File: src/logic/lid_cfg.svh
// Constants for the brightness and lamp-test block
// Assumes inclusion by the package and the design file only
`ifndef LID_CFG_SVH
`define LID_CFG_SVH

// ----------------------------------------
// Register addresses
// ----------------------------------------
`define LID_ADDR_BRIGHT_10  8'h01
`define LID_ADDR_BRIGHT_32  8'h02
`define LID_ADDR_LAMP_TEST  8'h07

// ----------------------------------------
// Field positions and codes
// ----------------------------------------
`define LID_HI_MSB          7
`define LID_HI_LSB          4
`define LID_LO_MSB          3
`define LID_LO_LSB          0
`define LID_TEST_BIT        0
`define LID_CODE_MAX        4'hE
`define LID_TEST_CODE       4'h6
`define LID_BRIGHT_RESET    8'h00
`define LID_TEST_RESET      1'b0
`define LID_PHASE_LAST      4'hF
`define LID_SLOT_LAST_TEST  3'h7
`define LID_SLOT_LAST_NORM  3'h3

// ----------------------------------------
// Scan steps, digit slots and read padding
// ----------------------------------------
`define LID_PHASE_FIRST     4'h0
`define LID_PHASE_STEP      4'h1
`define LID_PHASE_HALF      4'h8
`define LID_SLOT_FIRST      3'h0
`define LID_SLOT_STEP       3'h1
`define LID_SLOT_DIGIT1     3'h1
`define LID_SLOT_DIGIT2     3'h2
`define LID_SLOT_DIGIT3     3'h3
`define LID_CODE_MIN        4'h0
`define LID_CODE_SEVEN      4'h7
`define LID_CODE_FULL       4'hF
`define LID_PAD_LSB         1
`define LID_TEST_PAD        7'h00
`define LID_READ_NONE       8'h00

`endif

File: src/logic/lid_pkg.sv
// Types for the brightness and lamp-test block
// Assumes lid_cfg.svh sits beside it
`default_nettype none
`include "lid_cfg.svh"
package lid_pkg;
    typedef logic [3:0] lid_code_t;
    typedef struct packed {
        logic [7:0] bright_10;
        logic [7:0] bright_32;
        logic       test_on;
        logic [3:0] phase;
        logic [2:0] slot;
    } lid_state_t;
endpackage : lid_pkg
`default_nettype wire

File: src/logic/lid_display_pwm.sv
// Brightness registers, lamp-test register and per-digit PWM gate
// Assumes a same-clock register write port and a scan tick from the driver
//
// Behaviour
// - Upper nibbles give digit 1 and digit 3 duty; code zero is one sixteenth.
// - Each code step adds one sixteenth of on-time, up to code fourteen.
// - Codes fourteen and fifteen both give fifteen sixteenths, never full duty.
// - Register seven bit 0 selects lamp test; bits 7 to 1 ignored.
// - Lamp test lights everything, eight digits, seven sixteenths duty.
// - Lamp test overrides without altering registers; clearing restores settings.
// - Lower nibbles give digit 0 and digit 2 duty, same encoding.
`default_nettype none
`include "lid_cfg.svh"
module lid_display_pwm
    import lid_pkg::*;
(
    // Clock and reset
    input  wire logic       sys_clk_i,
    input  wire logic       rst_n_i,
    // Register write and read ports
    input  wire logic       wr_en_i,
    input  wire logic [7:0] wr_addr_i,
    input  wire logic [7:0] wr_data_i,
    input  wire logic [7:0] rd_addr_i,
    output logic      [7:0] rd_data_o,
    // Scan timing
    input  wire logic       part_tick_i,
    // Scanner side
    output logic      [2:0] slot_o,
    output logic            seg_on_o,
    output logic            test_active_o,
    output logic      [3:0] duty_d0_o,
    output logic      [3:0] duty_d1_o,
    output logic      [3:0] duty_d2_o,
    output logic      [3:0] duty_d3_o
);

    // ----------------------------------------
    // State
    // ----------------------------------------
    lid_state_t st;
    lid_state_t next_st;
    lid_code_t  code_raw;
    lid_code_t  code_now;
    logic [2:0] slot_last;
    logic       hit_bright_10;
    logic       hit_bright_32;
    logic       hit_lamp_test;
    logic       slot_end;

    localparam lid_state_t ST_RESET = '{
        bright_10: `LID_BRIGHT_RESET,
        bright_32: `LID_BRIGHT_RESET,
        test_on:   `LID_TEST_RESET,
        phase:     `LID_PHASE_FIRST,
        slot:      `LID_SLOT_FIRST
    };

    function automatic lid_code_t clip(input lid_code_t c);
        clip = (c > `LID_CODE_MAX) ? `LID_CODE_MAX : c;
    endfunction : clip

    // ----------------------------------------
    // Write decode
    // ----------------------------------------
    // Unmapped addresses match nothing and change nothing
    assign hit_bright_10 = wr_en_i && (wr_addr_i == `LID_ADDR_BRIGHT_10);
    assign hit_bright_32 = wr_en_i && (wr_addr_i == `LID_ADDR_BRIGHT_32);
    assign hit_lamp_test = wr_en_i && (wr_addr_i == `LID_ADDR_LAMP_TEST);
    assign slot_end      = part_tick_i && (st.phase == `LID_PHASE_LAST);

    // ----------------------------------------
    // Next state
    // ----------------------------------------
    always_comb begin
        next_st   = st;
        slot_last = st.test_on ? `LID_SLOT_LAST_TEST : `LID_SLOT_LAST_NORM;
        // Lamp-test writes never touch the brightness values
        if (hit_bright_10) begin
            next_st.bright_10 = wr_data_i;
        end
        if (hit_bright_32) begin
            next_st.bright_32 = wr_data_i;
        end
        if (hit_lamp_test) begin
            next_st.test_on = wr_data_i[`LID_TEST_BIT];
        end
        if (part_tick_i) begin
            next_st.phase = st.phase + `LID_PHASE_STEP;
        end
        if (slot_end) begin
            next_st.slot = (st.slot >= slot_last) ? `LID_SLOT_FIRST : st.slot + `LID_SLOT_STEP;
        end
        // Leaving lamp test in slots 4 to 7 restarts at digit 0; no stale slot may light
        if (!next_st.test_on && (next_st.slot > `LID_SLOT_LAST_NORM)) begin
            next_st.slot = `LID_SLOT_FIRST;
        end
    end

    always_ff @(posedge sys_clk_i) begin
        if (!rst_n_i) begin
            st <= ST_RESET;
        end else begin
            st <= next_st;
        end
    end

    // ----------------------------------------
    // Duty selection and gate
    // ----------------------------------------
    // Slot bit 2 only occurs in lamp test, where the code is fixed anyway
    always_comb begin
        unique case (st.slot[1:0])
            2'd0:    code_raw = st.bright_10[`LID_LO_MSB:`LID_LO_LSB];
            2'd1:    code_raw = st.bright_10[`LID_HI_MSB:`LID_HI_LSB];
            2'd2:    code_raw = st.bright_32[`LID_LO_MSB:`LID_LO_LSB];
            default: code_raw = st.bright_32[`LID_HI_MSB:`LID_HI_LSB];
        endcase
    end

    always_comb begin
        if (st.test_on) begin
            code_now = `LID_TEST_CODE;
        end else begin
            code_now = clip(code_raw);
        end
    end

    // ----------------------------------------
    // Outputs
    // ----------------------------------------
    // On for code+1 parts; phase 15 always dark
    assign seg_on_o      = (st.phase <= code_now);
    assign slot_o        = st.slot;
    assign test_active_o = st.test_on;
    assign duty_d0_o     = st.bright_10[`LID_LO_MSB:`LID_LO_LSB];
    assign duty_d1_o     = st.bright_10[`LID_HI_MSB:`LID_HI_LSB];
    assign duty_d2_o     = st.bright_32[`LID_LO_MSB:`LID_LO_LSB];
    assign duty_d3_o     = st.bright_32[`LID_HI_MSB:`LID_HI_LSB];

    // ----------------------------------------
    // Read back
    // ----------------------------------------
    always_comb begin
        unique case (rd_addr_i)
            `LID_ADDR_BRIGHT_10: rd_data_o = st.bright_10;
            `LID_ADDR_BRIGHT_32: rd_data_o = st.bright_32;
            `LID_ADDR_LAMP_TEST: rd_data_o = {`LID_TEST_PAD, st.test_on};
            default:             rd_data_o = `LID_READ_NONE;
        endcase
    end

    // ----------------------------------------
    // Checks
    // ----------------------------------------
    a_dark_last_part: assert property (@(posedge sys_clk_i) disable iff (!rst_n_i)
        st.phase == `LID_PHASE_LAST
        |-> !seg_on_o) else $error("segments lit in blanking part");
    a_first_part_on: assert property (@(posedge sys_clk_i) disable iff (!rst_n_i)
        st.phase == `LID_PHASE_FIRST
        |-> seg_on_o) else $error("minimum on-time missing");
    a_test_duty: assert property (@(posedge sys_clk_i) disable iff (!rst_n_i)
        st.test_on
        |-> seg_on_o == (st.phase <= `LID_TEST_CODE)) else $error("test duty not seven sixteenths");
    a_duty_step: assert property (@(posedge sys_clk_i) disable iff (!rst_n_i)
        !st.test_on && st.slot == `LID_SLOT_DIGIT1 && st.bright_10[`LID_HI_MSB:`LID_HI_LSB] == `LID_CODE_SEVEN
        |-> seg_on_o == (st.phase < `LID_PHASE_HALF)) else $error("code seven not eight sixteenths");
    a_test_keeps: assert property (@(posedge sys_clk_i) disable iff (!rst_n_i)
        st.test_on && !hit_bright_10 && !hit_bright_32
        |=> $stable(st.bright_10) && $stable(st.bright_32)) else $error("test altered brightness");
    a_test_bit_only: assert property (@(posedge sys_clk_i) disable iff (!rst_n_i)
        hit_lamp_test
        |=> test_active_o == $past(wr_data_i[`LID_TEST_BIT])) else $error("lamp test bit not taken");
    a_normal_slots: assert property (@(posedge sys_clk_i) disable iff (!rst_n_i)
        !st.test_on
        |-> st.slot <= `LID_SLOT_LAST_NORM) else $error("normal scan past four digits");
    a_low_nibble: assert property (@(posedge sys_clk_i) disable iff (!rst_n_i)
        !st.test_on && st.slot == `LID_SLOT_DIGIT2 && st.bright_32[`LID_LO_MSB:`LID_LO_LSB] == `LID_CODE_MIN
        |-> seg_on_o == (st.phase == `LID_PHASE_FIRST)) else $error("digit two duty wrong");
    a_lamp_write_keeps: assert property (@(posedge sys_clk_i) disable iff (!rst_n_i)
        hit_lamp_test
        |=> $stable(st.bright_10) && $stable(st.bright_32)) else $error("lamp write altered brightness");
    a_code_zero_one: assert property (@(posedge sys_clk_i) disable iff (!rst_n_i)
        !st.test_on && st.slot == `LID_SLOT_DIGIT1 && st.bright_10[`LID_HI_MSB:`LID_HI_LSB] == `LID_CODE_MIN
        |-> seg_on_o == (st.phase == `LID_PHASE_FIRST)) else $error("digit one code zero wrong");
    a_top_code_full: assert property (@(posedge sys_clk_i) disable iff (!rst_n_i)
        !st.test_on && st.slot == `LID_SLOT_DIGIT3 && st.bright_32[`LID_HI_MSB:`LID_HI_LSB] == `LID_CODE_FULL
        && st.phase == `LID_CODE_MAX |-> seg_on_o) else $error("code fifteen short of maximum");
    a_top_code_max: assert property (@(posedge sys_clk_i) disable iff (!rst_n_i)
        !st.test_on && st.slot == `LID_SLOT_DIGIT2 && st.bright_32[`LID_LO_MSB:`LID_LO_LSB] == `LID_CODE_MAX
        && st.phase == `LID_CODE_MAX |-> seg_on_o) else $error("code fourteen short of maximum");
    a_digit3_step: assert property (@(posedge sys_clk_i) disable iff (!rst_n_i)
        !st.test_on && st.slot == `LID_SLOT_DIGIT3 && st.bright_32[`LID_HI_MSB:`LID_HI_LSB] == `LID_CODE_SEVEN
        |-> seg_on_o == (st.phase < `LID_PHASE_HALF)) else $error("digit three code seven wrong");
    a_test_all_on: assert property (@(posedge sys_clk_i) disable iff (!rst_n_i)
        st.test_on && st.phase == `LID_PHASE_FIRST
        |-> seg_on_o) else $error("lamp test slot dark");
    a_test_wraps: assert property (@(posedge sys_clk_i) disable iff (!rst_n_i)
        st.test_on && slot_end && st.slot == `LID_SLOT_LAST_TEST
        |=> st.slot == `LID_SLOT_FIRST) else $error("lamp test scan not wrapping after eight");
    a_test_slot_step: assert property (@(posedge sys_clk_i) disable iff (!rst_n_i)
        st.test_on && slot_end && st.slot < `LID_SLOT_LAST_TEST && !hit_lamp_test
        |=> st.slot == $past(st.slot) + `LID_SLOT_STEP) else $error("lamp test slot skipped");
    a_normal_wraps: assert property (@(posedge sys_clk_i) disable iff (!rst_n_i)
        !st.test_on && slot_end && st.slot == `LID_SLOT_LAST_NORM
        |=> st.slot == `LID_SLOT_FIRST) else $error("normal scan not wrapping after four");
    a_slot_holds: assert property (@(posedge sys_clk_i) disable iff (!rst_n_i)
        !slot_end && !hit_lamp_test
        |=> $stable(st.slot)) else $error("slot moved inside its sixteen parts");
    a_phase_step: assert property (@(posedge sys_clk_i) disable iff (!rst_n_i)
        part_tick_i
        |=> st.phase == $past(st.phase) + `LID_PHASE_STEP) else $error("part tick not counted");
    a_phase_holds: assert property (@(posedge sys_clk_i) disable iff (!rst_n_i)
        !part_tick_i
        |=> $stable(st.phase)) else $error("phase moved without tick");
    a_read_test_pad: assert property (@(posedge sys_clk_i) disable iff (!rst_n_i)
        rd_addr_i == `LID_ADDR_LAMP_TEST
        |-> rd_data_o[`LID_HI_MSB:`LID_PAD_LSB] == `LID_TEST_PAD) else $error("ignored test bits read back");

endmodule : lid_display_pwm
`default_nettype wire

File: config.mk
export PLATFORM = sky130hd
export DESIGN_NAME = lid_display_pwm
export DESIGN_NICKNAME = d
export VERILOG_FILES = /design/src/logic/lid_pkg.sv /design/src/logic/lid_display_pwm.sv
export VERILOG_INCLUDE_DIRS = /design/src /design/src/logic
export SDC_FILE = /design/constraint.sdc
export NUM_CORES = 1
export LEC_CHECK = 0
export BUFFER_PORTS_ARGS = -buffer_cell sky130_fd_sc_hd__buf_2
export CAP_MARGIN = 20
export CORE_MARGIN = 2
export CORE_UTILIZATION = 40
export DETAILED_ROUTE_END_ITERATION = 8
export PLACE_DENSITY = 0.69
export SETUP_SLACK_MARGIN = 0.3
export SLEW_MARGIN = 20
export SYNTH_ARGS = -nofsm -noshare
export SYNTH_HDL_FRONTEND = slang
export SYNTH_SLANG_ARGS = --single-unit
File: constraint.sdc
create_clock -name sys_clk_i -period 2.2 [get_ports sys_clk_i]
set_input_delay 0.11 -clock sys_clk_i [delete_from_list [all_inputs] [get_ports sys_clk_i]]
set_output_delay 0.11 -clock sys_clk_i [all_outputs]
set_load 0.02 [all_outputs]
### Yosys cells after proc, flatten, opt, wreduce, memory -nomap -nowiden

Index checks and enable logic that the tools add are counted.

| operators by class | value |
|---|---|
| $add $sub $neg | 2 |
| order comparisons | 4 |
| equal/unequal tests | 9 |
| multiplexer cells | 8 |
| bitwise gates (word level) | 1 |
| reduce and logical (&&, ||, !) cells | 8 |

Operators by type and width:

| operator | count |
|---|---|
| 8-bit case mux with 3 select lines | 1 |
| 8-bit by 1-bit == test with 1-bit output (second input constant) | 2 |
| 8-bit by 2-bit == test with 1-bit output (second input constant) | 2 |
| 8-bit by 3-bit == test with 1-bit output (second input constant) | 2 |
| 4-bit case mux with 3 select lines | 1 |
| 3-bit two-way mux | 3 |
| 4-bit two-way mux | 2 |
| 1-bit logical AND | 5 |
| 4-bit by 1-bit adder with 4-bit output (second input constant) | 1 |
| 4-bit == test (second input constant) | 1 |
| 4-bit greater-than comparator (second input constant) | 1 |
| 4-bit less-or-equal comparator | 1 |
| 3-bit by 1-bit adder with 3-bit output (second input constant) | 1 |
| 3-bit >= comparator | 1 |
| 3-bit by 2-bit greater-than comparator with 1-bit output (second input constant) | 1 |
| 2-bit by 1-bit == test with 1-bit output (second input constant) | 1 |
| 2-bit == test (second input constant) | 1 |
| 2-bit logical NOT | 1 |
| 2-bit OR reduction | 1 |
| 1-bit logical NOT | 1 |
| 1-bit two-way mux | 1 |
| 1-bit NOT | 1 |

| storage, ports and cells | value |
|---|---|
| register bits | 24 |
| output and inout bits | 29 |

### Depth between registers and ports, before layout

| depth | value |
|---|---|
| depth in word-level cells | 7 |
| gate-level depth with buffers | 11 |

### Least setup slack after synthesis

Ideal clock, no wire load.

| path | value |
|---|---|
| path kind | register to output |
| from | reg st (netlist bit slot_o[1]) |
| to | out seg_on_o |
| arrival time | 2.385 ns |
| required time | 2.090 ns |
| setup slack | -0.295 ns |
| stages on the path, launching flop included | 11 |
| buffers on the path | 0 |
| cells stage by stage | dfxtp_1 inv_1 ha_1 a222oi_1 mux2i_1 a311oi_1 ha_1 nor2b_1 o21a_1 o21a_1 o21ai_0 |

| between the ends | value |
|---|---|
| word-level cells in the longest chain between the ends | 6 |

Ends and longest elaborated chain:

| what | RTL line | source |
|---|---|---|
| from (decl) | lid_display_pwm.sv:41 | `lid_state_t st;` |
| from (signal assigned) | lid_display_pwm.sv:104 | `st <= next_st;` |
| 2-bit == test (tied with other cells) | lid_display_pwm.sv:113 | `unique case (st.slot[1:0])` |
| 4-bit case mux with 3 select lines * | lid_display_pwm.sv:113 |  |
| 4-bit greater-than comparator (no source line) | n/a |  |
| 4-bit two-way mux * | lid_display_pwm.sv:60 | `` clip = (c > `LID_CODE_MAX) ? `LID_CODE_MAX : c; `` |
| 4-bit two-way mux * | lid_display_pwm.sv:122 | `if (st.test_on) begin` |
| 4-bit less-or-equal comparator * | lid_display_pwm.sv:133 | `assign seg_on_o = (st.phase <= code_now);` |
| to (decl) | lid_display_pwm.sv:30 | `output logic seg_on_o,` |

Mark *: on every way between the ends. The rest lies on a longest branch, timed or not.

### Worst setup path after layout

| path | value |
|---|---|
| from | reg st (netlist bit slot_o[0]) |
| to | out seg_on_o |

Same word-level chain as after synthesis.

==> results.md <==
* RR Startpoint: slot_o[1]
* Vias per Instance at 5.073
* Post-Synthesis Cells at 169
* Post-synthesis compound-gate area fraction at 13.61%
* Clk slew on worst S/H paths at 90 ps
* Sw Pwr at 193.6 uW
* FMAX at 375.8 MHz
* Final min period at 2661 ps
* Int Pwr at 681.8 uW
* Max_cap viols at 0
* Post-route ant nets at 0
* Total negative slack at -461.0 ps
* Static Leak at 0.9900 nW
* Post-synthesis xor/xnor area fraction at 1.652%
* TritonCTS buffer count at 3
* Area leader, netlist: dfxtp_1
* Crit path kind: flop to primary output
* Pwr Density at 449.1 mW/mm2
* Final wirelength at 3591 um
* DP HPWL at 2719 um
* Family with the most delay on the worst path: compound AO/OA/AOI/OAI gates
* Simple-Gate Fraction of Synth Area at 21.95%
* Worst path depth at 11
* Die width at 67.06 um
* DRC at 0
* Max stage delay on crit path at 390 ps
* Number of synthesized flops with an enable pin at 0
* Total number of vias at 1,324
* Initial core utilization at 42.48%
* Post-Synth Adder-Cell Area at 7.868%
* Total track usage at 16.99%
* Setup crit start kind: flop
* Max Fanout on Critical Path at 4
* Gr busiest metal: met2
* Relative slew slack at 75.22%
* Finished Layout Cells at 261
* Placer Congestion at 0.7338
* Mapped Nets at 207
* Clock Tree Root: clkbuf_8
* Initial antenna violation count at 0
* DR pass1 iterations at 4
* Synthesized flop and latch total at 24
* First-pass GRT wire length at 5678 um
* Combinational family with the most area after synthesis: simple AND/OR/NAND/NOR gates
* Total die area at 0.004496 mm2
* Met1 usage at 19.42%
* Die Span Y at 67.06 um
* Mapped cell area at 0.001590 mm2
* Reg2reg path depth at 7
* Crit path DAT at 2550 ps
* Synth area leaders: dfxtp_1 (30%), mux2i_1 (13%), buf_4 (9.4%), ha_1 (7.9%), nor2b_1 (7.5%)
* # port buffers at 56
* Post-synthesis mux area share at 12.59%
* # IOs at 57
* Power Total at 875.4 uW
* Placed Cells at 256
* Met2 Track Usage GR at 31.31%
* Fill cells at 377
* Longest Clk Path Bufs at 2
* Library cells used by synthesis at 35
* Fin. max-slew vios at 0
* CTS H-tree lvls at 1
* Setup violators final at 1
* End of the worst register-to-register path: slot_o[1]
* RSZ-0062 raised after global routing: true
* CP max-delay cell: dfxtp_4
* Final clock skew at 0.3997 ps
* Worst slew pin tran at 362.4 ps
* Site row count at 22
* Maximum vdd drop at 422.0 uV
* Logic pwr share at 10.6%
* TritonCTS clock tree: yes
* Met3 Use GR at 3.716%
* Critical Path End: seg_on_o
* Ys flop type: dfxtp_1
* Vias in the first global route at 1,225
* Sw frac at 22.12%
* Fraction of layout cells with a size suffix above 1 at 39.44%
* Yosys top cell area share at 30.21%
* Reg power frac at 50.4%
* CP startpoint: slot_o[0]
* Largest net degree at the start of global routing at 24
* Failing checks: negative setup slack
* Worst Path Required at 2090 ps
* Avg Inst Size Synth at 9.410 um2
* Yosys warnings at 0
* Area growth syn-to-layout at 22.58%
* Overflow after GRT at 0
* Worst hold-check path type: primary input to flop
* Nets at 252
* Asr flop ratio synth at 0%
* Number of diodes at 0
* Starting DRT DRC Count at 75
* WL/cell at 13.76 um
* Clk pwr share at 39.0%
* Setup WS post-layout at -461.0 ps
* Worst setup EP type: primary output
* CTS Sinks at 24
* FF-to-FF setup slack at 70 ps
* Worst path cell trace: inv_4, ha_2, a222oi_1, mux2i_1, a311oi_1, ha_2, nor2b_1, o21a_1, o21a_1, o21ai_4, buf_6
* Seq/Total Area, Yosys at 30.21%
* Status: finished, violations left
* Core ar. at 0.003744 mm2
* Final Hold Fails at 0
* Worst-skew pair later-pin latency at 260 ps
* Period utilisation layout at 121.0%
* CP Buf/Inv Count at 2
power groups by stage:
stage          Clock (mW)  Sequential [mW]  Combinational [mW]
2_1_floorplan           0            0.450              0.0472
3_3_place_gp            0            0.451              0.0872
3_5_place_dp            0            0.451              0.0891
4_1_cts             0.353            0.441              0.0940
5_1_grt             0.371            0.443               0.103
6_report            0.341            0.441              0.0931
cell usage in the layout, fill, tap and decap left out, types with 4 or more instances in the layout:
cell type,Yosys,final
dfxtp_1,24,21
nand2_1,5,5
mux2i_1,20,20
inv_1,7,5
a22o_1,7,7
nor2b_1,19,19
buf_2,1,55
nor2_1,8,8
and3_1,4,4
buf_4,20,8
a222oi_1,4,4
ha_1,10,6
per-stage QoR:
stage | setup WS, ps | util (%) | hold slack (ps) | instance area [um2]
3_3_place_gp | -133.7 | 49.60 | 382.0 | 1857
4_1_cts | -447.0 | 52.07 | 105.0 | 1949
3_5_place_dp | -201.8 | 49.60 | 390.7 | 1857
5_1_grt | -615.7 | 52.07 | 114.7 | 1949
2_1_floorplan | 30.71 | - | 242.6 | 1630
6_report | -461.0 | 52.07 | 112.8 | 1949
synthesized netlist by cell type (2+ instances only):
master     n
nand2_1    5
a22o_1     7
xnor2_1    2
buf_4     20
inv_1      7
nand3_1    3
a222oi_1   4
o21ai_0    3
a311oi_1   2
and3_1     4
nand4_2    3
nor2b_1   19
a21oi_1    3
ha_1      10
clkbuf_1   3
and2_1     3
mux2i_1   20
dfxtp_1   24
nand4_1    2
nor2_1     8
o21a_1     3
routing by layer:
metal / share of wire (%) / vias up
li1: - / 685
met1: 44 / 598
met2: 49 / 39
met3: 6.0 / 2
met4: 0.61 / 0
met5: 0 / -
flip-flops by register name, indices dropped and copies added (netlist names):
signal	count
duty_d0_o	4
duty_d3_o	4
test_active_o	1
slot_o	3
st	4
duty_d1_o	4
duty_d2_o	4
worst min-delay path by stage:
stage,startpoint,to,depth (start not counted)
after global placement,wr_data_i[2],duty_d2_o[2],3
after CTS,wr_data_i[3],duty_d2_o[3],3
after floorplan,rst_n_i,test_active_o,1
final,wr_data_i[3],duty_d2_o[3],3
after detailed placement,wr_data_i[3],duty_d0_o[3],3
after global routing,wr_data_i[2],duty_d2_o[2],3
kinds of logic (layout without fill, tap and decap cells):
logic type / Yosys count / count (layout)
and+or+nand+nor: 54 / 54
buffers and inverters: 31 / 75
AOI/OAI and AO/OA: 27 / 27
DFF: 24 / 24
muxes: 20 / 20
adders and majority gates: 10 / 10
xor gates and xnor gates: 3 / 3
timing repair:
action | in CTS | in global routing
pin swaps | 6 | 0
endpoints found under the setup margin | 3 | 4
gates resized for setup | 4 | 0
setup buffers | 1 | 0
hold buffers | 0 | 0
worst reg2reg max path, cell delays in order (launching register included):
cell      delay [ps]
dfxtp_4          370
buf_4            110
ha_1             310
buf_4            180
or2b_1           220
or4_4            420
a211oi_2         230
and3b_1          200
final cells by class:
cell class | count | area [um2] | area share, %
well taps | 48 | 60.06 | 3.081
flip-flops and latches | 24 | 489.2 | 25.10
clock buffers | 4 | 66.31 | 3.402
repair buffers | 64 | 346.6 | 17.78
inverters | 7 | 28.78 | 1.476
multi-input cells | 114 | 958.4 | 49.17
No activity file was read; power rests on OpenSTA's default activity.
